--- config.mk ---
export PLATFORM = sky130hd
export DESIGN_NAME = pin_mode_decode
export DESIGN_NICKNAME = d
export VERILOG_FILES = /design/src/verilog/pin_mode_pkg.sv /design/src/verilog/pin_mode_decode.sv
export SDC_FILE = /design/constraint.sdc
export NUM_CORES = 1
export LEC_CHECK = 0
export ABC_AREA = 1
export BUFFER_PORTS_ARGS = -buffer_cell sky130_fd_sc_hd__buf_2
export CORE_ASPECT_RATIO = 0.5
export CORE_MARGIN = 3
export CORE_UTILIZATION = 48
export DETAILED_ROUTE_END_ITERATION = 16
export PLACE_DENSITY = 0.8
export SLEW_MARGIN = 0
export SYNTH_ARGS = -nofsm -noshare
export SYNTH_HDL_FRONTEND = slang
export SYNTH_SLANG_ARGS = --single-unit
export TNS_END_PERCENT = 100
--- constraint.sdc ---
create_clock -name mclk -period 1.94 [get_ports mclk]
set_input_delay 0.291 -clock mclk [delete_from_list [all_inputs] [get_ports mclk]]
set_output_delay 0.291 -clock mclk [all_outputs]
set_load 0.01 [all_outputs]
--- src/verilog/pin_mode_pkg.sv ---
package pin_mode_pkg;

  // Bus personality chosen by the strap at the end of reset.
  typedef enum logic {MODE_ISA, MODE_PCMCIA} bus_mode_t;

  // Default base of the sixteen-location I/O window, on address bits 15:4.
  localparam logic [11:0] IO_BASE_RST = 12'h030;
  // Default base of the boot ROM window, on address bits 19:14.
  localparam logic [5:0] ROM_BASE_RST = 6'h33;
  localparam int ROM_SHIFT = 14;
  // Attribute addresses with this bit low belong to the external flash.
  localparam int ATTR_SPLIT_BIT = 15;

  // Host pins as sampled, with the address pins shared by both modes.
  typedef struct packed {
    logic [19:0] addr;
    logic aen_reg_n;
    logic sbhe_ce2_n;
    logic bale_we_n;
    logic iord_n;
    logic iowr_n;
    logic memr_oe_n;
    logic [15:0] data;
  } host_in_t;

  // Pin drive toward the host, each two-way pin as output plus enable.
  typedef struct packed {
    logic mode_strap_pin_out;
    logic mode_strap_pin_oe;
    logic a10_out;
    logic a10_oe;
    logic a11_out;
    logic a11_oe;
    logic ready_out;
    logic ready_oe;
    logic [15:0] data_out;
    logic data_oe;
  } host_out_t;

  // Requests toward the register core.
  typedef struct packed {
    logic mode_valid;
    logic pcmcia;
    logic rd;
    logic wr;
    logic attr_rd;
    logic attr_wr;
    logic [14:0] addr;
    logic [1:0] be;
    logic [15:0] wdata;
  } core_out_t;

  // Whole state of the decoder.
  typedef struct packed {
    logic latched;
    bus_mode_t mode;
    logic rd_act;
    logic wr_act;
    logic we_act;
    host_out_t pins;
    core_out_t core;
  } state_t;

  localparam state_t ST_RST = '0;

endpackage

--- src/verilog/pin_mode_decode.sv ---
`timescale 1ns/100ps
// What this block does
// - Sample the strap after reset; low means PCMCIA, high or open means ISA.
// - ISA mode drives the strap pin as boot ROM select on MEMR and ROM address.
// - ISA mode reads address pins 10, 11 and 19 as plain address inputs.
// - PCMCIA flash write strobe is low exactly when WE is low and program enable is set.
// - PCMCIA reads the address 19 pin as card enable 1 for even bytes.
// - PCMCIA reads the byte high enable pin as card enable 2 for odd bytes.
// - ISA I/O decoding happens only while AEN is low; the boot ROM select does not look at AEN.
// - The ready or wait pin is pulled to not-ready to stretch a host cycle.
// - Sixteen-bit data bus is driven only during the block's own reads.
// - PCMCIA drives the address 10 and 11 pins as flash strobe and select.
// - The mode is latched once per reset and then held.
// - PCMCIA WE writes configuration registers and attribute memory.
module pin_mode_decode
  import pin_mode_pkg::*;
#(
  parameter logic [11:0] IO_BASE = IO_BASE_RST,
  parameter logic [5:0] ROM_BASE = ROM_BASE_RST
) (
  input wire logic mclk,
  input wire logic sys_rst,
  input wire logic clk_en,
  input wire host_in_t host_i,
  input wire logic mode_strap_pin_in,
  input wire logic flash_program_enable_bit,
  input wire logic core_busy,
  input wire logic [15:0] core_rdata,
  output host_out_t host_o,
  output core_out_t core_o
);

  //////////////////////////////////////////////////////////////////////////////

  state_t st_q;
  state_t st_d;
  logic pcm;
  logic isa_live;
  logic pcm_live;
  logic card_en;
  logic io_sel;
  logic rd_now;
  logic wr_now;
  logic rom_req;
  logic attr_rd_now;
  logic attr_we_now;
  logic fwe_req;
  logic fcs_req;

  // Pins stand straight on the state flops.
  assign host_o = st_q.pins;
  assign core_o = st_q.core;

  //////////////////////////////////////////////////////////////////////////////

  // Decode of the shared pins and the next state.
  always_comb begin
    st_d = st_q;
    st_d.core.rd = 1'b0;
    st_d.core.wr = 1'b0;
    st_d.core.attr_rd = 1'b0;
    st_d.core.attr_wr = 1'b0;
    pcm = (st_q.mode == MODE_PCMCIA);
    isa_live = st_q.latched && !pcm;
    pcm_live = st_q.latched && pcm;
    // Either card enable selects the card.
    card_en = !host_i.addr[19] || !host_i.sbhe_ce2_n;
    // The I/O window ignores upper address bits in PCMCIA mode.
    if (pcm) begin
      io_sel = !host_i.aen_reg_n && card_en;
    end else begin
      io_sel = !host_i.aen_reg_n && (host_i.addr[15:4] == IO_BASE);
    end
    io_sel = io_sel && st_q.latched;
    rd_now = io_sel && !host_i.iord_n;
    wr_now = io_sel && !host_i.iowr_n;
    rom_req = !host_i.memr_oe_n && (host_i.addr[19:ROM_SHIFT] == ROM_BASE);
    attr_rd_now = pcm_live && !host_i.aen_reg_n && card_en && !host_i.memr_oe_n
      && host_i.addr[ATTR_SPLIT_BIT];
    attr_we_now = pcm_live && !host_i.aen_reg_n && card_en && !host_i.bale_we_n;
    fwe_req = !host_i.bale_we_n && flash_program_enable_bit;
    fcs_req = !host_i.aen_reg_n && !host_i.addr[19] && !host_i.addr[ATTR_SPLIT_BIT];
    if (!st_q.latched) begin
      // First enabled edge after reset takes the strap once.
      st_d.latched = 1'b1;
      st_d.mode = mode_strap_pin_in ? MODE_ISA : MODE_PCMCIA;
      st_d.core.mode_valid = 1'b1;
      st_d.core.pcmcia = !mode_strap_pin_in;
    end else begin
      // Strap pin becomes the boot ROM select in ISA mode only.
      st_d.pins.mode_strap_pin_oe = !pcm;
      st_d.pins.mode_strap_pin_out = pcm || !rom_req;
      // Address 10 and 11 pins turn into flash outputs in PCMCIA mode.
      st_d.pins.a10_oe = pcm;
      st_d.pins.a11_oe = pcm;
      st_d.pins.a10_out = !(pcm && fwe_req);
      st_d.pins.a11_out = !(pcm && fcs_req);
      // Register reads and internal attribute reads own the data bus.
      st_d.pins.data_oe = rd_now || attr_rd_now;
      st_d.pins.data_out = core_rdata;
      // Open drain: only ever pulled low while the core is not ready.
      st_d.pins.ready_out = 1'b0;
      st_d.pins.ready_oe = core_busy && (rd_now || wr_now || attr_rd_now || attr_we_now);
      // Address and byte lanes follow the active cycle.
      if (rd_now || wr_now || attr_rd_now || attr_we_now) begin
        st_d.core.addr = host_i.addr[14:0];
        if (pcm) begin
          st_d.core.be = {!host_i.sbhe_ce2_n, !host_i.addr[19]};
        end else begin
          st_d.core.be = {!host_i.sbhe_ce2_n, !host_i.addr[0]};
        end
      end
      // Write data is sampled while the strobe is low.
      if (wr_now || attr_we_now) begin
        st_d.core.wdata = host_i.data;
      end
      // Reads fire at the strobe's leading edge, writes at its trailing edge.
      st_d.core.rd = rd_now && !st_q.rd_act;
      st_d.core.attr_rd = attr_rd_now && !st_q.rd_act;
      st_d.core.wr = st_q.wr_act && !wr_now;
      st_d.core.attr_wr = st_q.we_act && !attr_we_now;
      st_d.rd_act = rd_now || attr_rd_now;
      st_d.wr_act = wr_now;
      st_d.we_act = attr_we_now;
    end
  end

  // State register with synchronous reset and clock enable.
  always_ff @(posedge mclk) begin
    if (sys_rst) begin
      st_q <= ST_RST;
    end else if (clk_en) begin
      st_q <= st_d;
    end
  end
endmodule

# ---- After elaboration in Yosys (flattened, before gate mapping)
# Cells that the tools add are included.
dict set report op_classes {
  n_eq_ne 2
  mux 6
  bitwise 1
  n_reduce_logical 50
}
# operator count
set ops {}
lappend ops {{2-to-1 mux 37 bit} 1}
lappend ops {{logical AND 1 bit} 22}
lappend ops {{zero test 1 bit} 17}
lappend ops {{2-to-1 mux 17 bit} 1}
lappend ops {{2-to-1 mux 16 bit} 1}
lappend ops {{equality test 12 x 6 -> 1 bit, second input constant} 1}
lappend ops {{logical OR 1 bit} 7}
lappend ops {{equality test 6 bit, second input constant} 1}
lappend ops {{AND reduction 3 bit} 2}
lappend ops {{AND reduction 2 bit} 2}
lappend ops {{2-to-1 mux 1 bit} 3}
lappend ops {{inverter 1 bit} 1}
dict set report totals {
  reg_bits 66
  input_bits 64
}

# ---- Logic depth before layout (Yosys ltp)
dict set report depth {
  depth_word 11
  ltp_mapped 13
  mapped_depth_nobuf 12
}

# ---- Worst setup path after synthesis
# No wires, ideal clock.
dict set report synth_timing {
  kind {reg2reg}
  startpoint {register st_q[68] in the netlist's numbering}
  endpoint {register st_q (netlist bit core_o[16])}
  arrival_ns 1.264
  required_time_ns 1.827
  slack_ns 0.563
  path_stages_with_launch 13
  period_less_slack_ns 1.377
  cell_sequence {dfxtp_1 inv_2 nor2_4 nand2_1 nor2_1 nand2_1 nand2_2 o21ai_0 nand3_1 nand2_2 buf_6 nor2_1 nor2_1}
}
dict set report synth_via {
  elab_chain_cells 8
  word_cells_on_any_way 13
  classes_between {reduce/logical (13)}
}
# item line_no
set synth_rtl {}
lappend synth_rtl {{from (decl)} pin_mode_decode.sv:35} ;# state_t st_q;
lappend synth_rtl {{from (signal assigned)} pin_mode_decode.sv:133} ;# st_q <= st_d;
lappend synth_rtl {{logical AND 1 bit} pin_mode_decode.sv:65} ;# pcm_live = st_q.latched && pcm;
lappend synth_rtl {{logical AND 1 bit (2 in series)} {pin_mode_decode.sv:78, pin_mode_decode.sv:80}}
lappend synth_rtl {{logical AND 1 bit} pin_mode_decode.sv:78} ;# attr_rd_now = pcm_live && !host_i.aen_reg_n && card_en && !host_i.memr_oe_n
lappend synth_rtl {{logical AND 1 bit} pin_mode_decode.sv:79} ;# && host_i.addr[ATTR_SPLIT_BIT];
lappend synth_rtl {{logical OR 1 bit (2 in series)} pin_mode_decode.sv:105} ;# if (rd_now || wr_now || attr_rd_now || attr_we_now) begin
lappend synth_rtl {{AND reduction 3 bit (no source line) (*)} --}
# Every way passes the cells marked *; elsewhere a longest branch is shown, timed or not.
# A chain may end at the register's enable or synchronous reset.

==> flow_metrics.py <==
metrics = {
    "status": {
        "outcome": "finished, final reports clean",
    },
    "logic_synthesis": {
        "synth_warnings": 0,
        "ys_types": 24,
        "synth_top_area_cell": "dfxtp_1",
        "synth_area_leaders": "dfxtp_1 (43%), buf_4 (16%), nor2_1 (14%)",
        "synth-compound-area-share_pct": 9.21,
        "synth_edf_count": 0,
        "ys_ff_latch": 65,
        "syn-num-nets": 467,
        "synth_top_area_share_pct": 43.0,
        "syn_area_um2": 3030,
        "synthArstFlopShare_pct": 0,
        "synth.avg_cell_area_um2": 7.51,
        "muxShareOfSynthArea_pct": 0,
        "synth_top_family_by_area": "simple AND/OR/NAND/NOR gates",
        "synthFlopType": "dfxtp_1",
        "synth_xor_area_share_pct": 0,
        "synth-simple-area-share_pct": 26.4,
        "synthAdderAreaFrac_pct": 0,
        "synth.yosys.seq_area_share_pct": 43.0,
        "syn_inst": 403,
    },
    "drt": {
        "drt_first_pass_iters": 4,
        "route.detailed.drc": 0,
        "wl_met2_um": 3090,
        "drtIter0Drc": 138,
        "vias": 2556,
        "wl_met3_um": 536,
        "drt-met1-wl_um": 2850,
        "ant_nets": 0,
        "routed.top_layer": "met4",
        "wl_per_cell_um": 11.8,
        "viasPerCell": 4.63,
        "routed_wl_um": 6540,
    },
    "finish": {
        "fillers": 566,
        "drive_above_1_share_pct": 33.1,
        "most-common-layout-cells": "buf_2 (126), nor2_1 (116), dfxtp_1 (65)",
        "multi_input_area_um2": 1080,
        "nets": 527,
        "n_antenna_cell": 0,
        "syn_to_final_growth_pct": 16.4,
        "stdcell_count": 552,
        "regArea_um2": 1300,
        "final_common_cell": "buf_2",
    },
    "clock_tree": {
        "cts_tree": "yes",
        "clkLatencyLatePin_ps": 320,
        "hold_buffers": 0,
        "ctsResizeCount": 0,
        "post-cts-setup-buffers": 0,
        "clkTransAtPathRegs_ps": 50,
        "cts_htree_levels": 3,
        "cts_buffers": 9,
        "cts-root-buf": "clkbuf_16",
        "clockBufferDepth": 2,
        "cts_sinks": 65,
    },
    "setup_path": {
        "cp_common_cell": "nor2_1",
        "crit_arrival_ps": 1920,
        "critical_path_required_ps": 2150,
        "crit_path_cell_trace": "nor2_1 -> nand2_1 -> nor2_1 -> nand2_1 -> nand2_2 -> nand2_2 -> nand2_2 -> nand2_4 -> inv_2 -> nor2_1 -> nor2_1",
        "worstSetupPathType": "flip-flop to flip-flop",
        "max_stage_delay_ps": 460,
        "critical_path.max_fanout": 34,
        "critPathLaunchType": "flip-flop",
        "end_kind": "flip-flop",
        "cpMaxStageDelayCell": "dfxtp_1",
    },
    "timing": {
        "hold_violations": 0,
        "setup_viol": 0,
        "period_share_pct": 88.3,
        "drv_slew": 0,
        "clock_skew_ps": 3.84,
        "fin_crit_ps": 1710,
        "tns_ps": 0,
        "timing.final.ws_setup_ps": 226,
        "fmax_ghz": 0.584,
        "rsz0062_at_grt": "no",
    },
    "power_and_ir_drop": {
        "power.leakage_nw": 1.84,
        "p_per_area_nw_per_um2": 905,
        "ir_drop_mv": 0.520,
    },
    "global_routing": {
        "grt_antenna_before_repair": 0,
        "grt_pass1_wl_um": 11100,
        "grt_usage_pct": 18.5,
        "gr-total-overflow": 0,
        "grt_max_degree": 59,
        "grt_pass1_vias": 2400,
    },
    "die": {
        "die_h_um": 62.2,
        "die_w_um": 118,
        "die_area_um2": 7350,
        "core_area_um2": 5780,
        "fp-row-count": 19,
        "start_util_pct": 52.4,
        "ioPinCount": 128,
    },
    "placed_design": {
        "io_buffers": 126,
        "dp_hpwl_um": 4730,
        "post-place-ws_ps": 181,
        "placedCellCount": 536,
        "place_congestion": 0.749,
    },
    "hold_path": {
        "hold_class": "input port to flip-flop",
    },
    "job": {
        "maxCapViolations": 0,
    },
}
cell families (layout without fill, tap and decap cells):
group           Yosys count  count (layout)
other cells               1               1
buf+inv                  99             164
simple gates            184             184
flops                    65              65
compound gates           54              54
critical path: cells and delay by family (launching register included):
kind / cells / cell delay, ps
DFF: 1 / 460
and+or+nand+nor: 10 / 930
buffers and inverters: 1 / 200
metal layers:
layer,vias to the layer above,GRT usage (%)
li1,1331,-
met1,1138,22.1
met2,79,29.9
met3,8,8.25
met4,0,6.28
met5,-,0
path summary, 6_finish.rpt:
check,slack [ps],to,start,cells after the start
worst min register to register,460,core_o[33],core_o[33],2
worst max register to register,230,core_o[2],core_o[37],11
worst max-delay path,230,core_o[2],core_o[37],11
worst min-delay path,150,core_o[37],mode_strap_pin_in,2
metrics by stage:
stage	power (mW)	hold WS, ps	cell area [um2]	utilization [%]
2_1_floorplan	1.61	360	3030	-
3_3_place_gp	1.69	454	3230	55.9
3_5_place_dp	1.70	456	3230	55.9
4_1_cts	3.24	139	3520	61.0
5_1_grt	3.34	151	3520	61.0
6_report	3.19	150	3520	61.0
state kept, by name (all words and copies together), names as in the netlist:
| signal | flops |
|---|---|
| core_o | 39 |
| host_o | 22 |
| st_q | 4 |
power breakdown:
part	switching [mW]	internal, mW
logic	0.146	0.119
registers	0.0224	1.38
clock network	0.526	0.999
layout make-up:
type,instances,share of cell area (%)
Sequential cell,65,36.9
Multi-Input combinational cell,239,30.7
Timing Repair Buffer,130,19.1
Clock buffer,14,8.06
Tap cell,84,2.98
Inverter,18,1.92
Clock inverter,2,0.284
cell usage after synthesis (3+ instances only):
cell type and count:
nor2_1 116, buf_6 3, o21ai_0 42, nand2_2 5
nand2_1 34, dfxtp_1 65, buf_2 3, nand3_1 6
a21oi_1 9, inv_1 15, buf_4 65, clkbuf_1 9
nand3b_1 17
(Power assumes the default switching activity.)
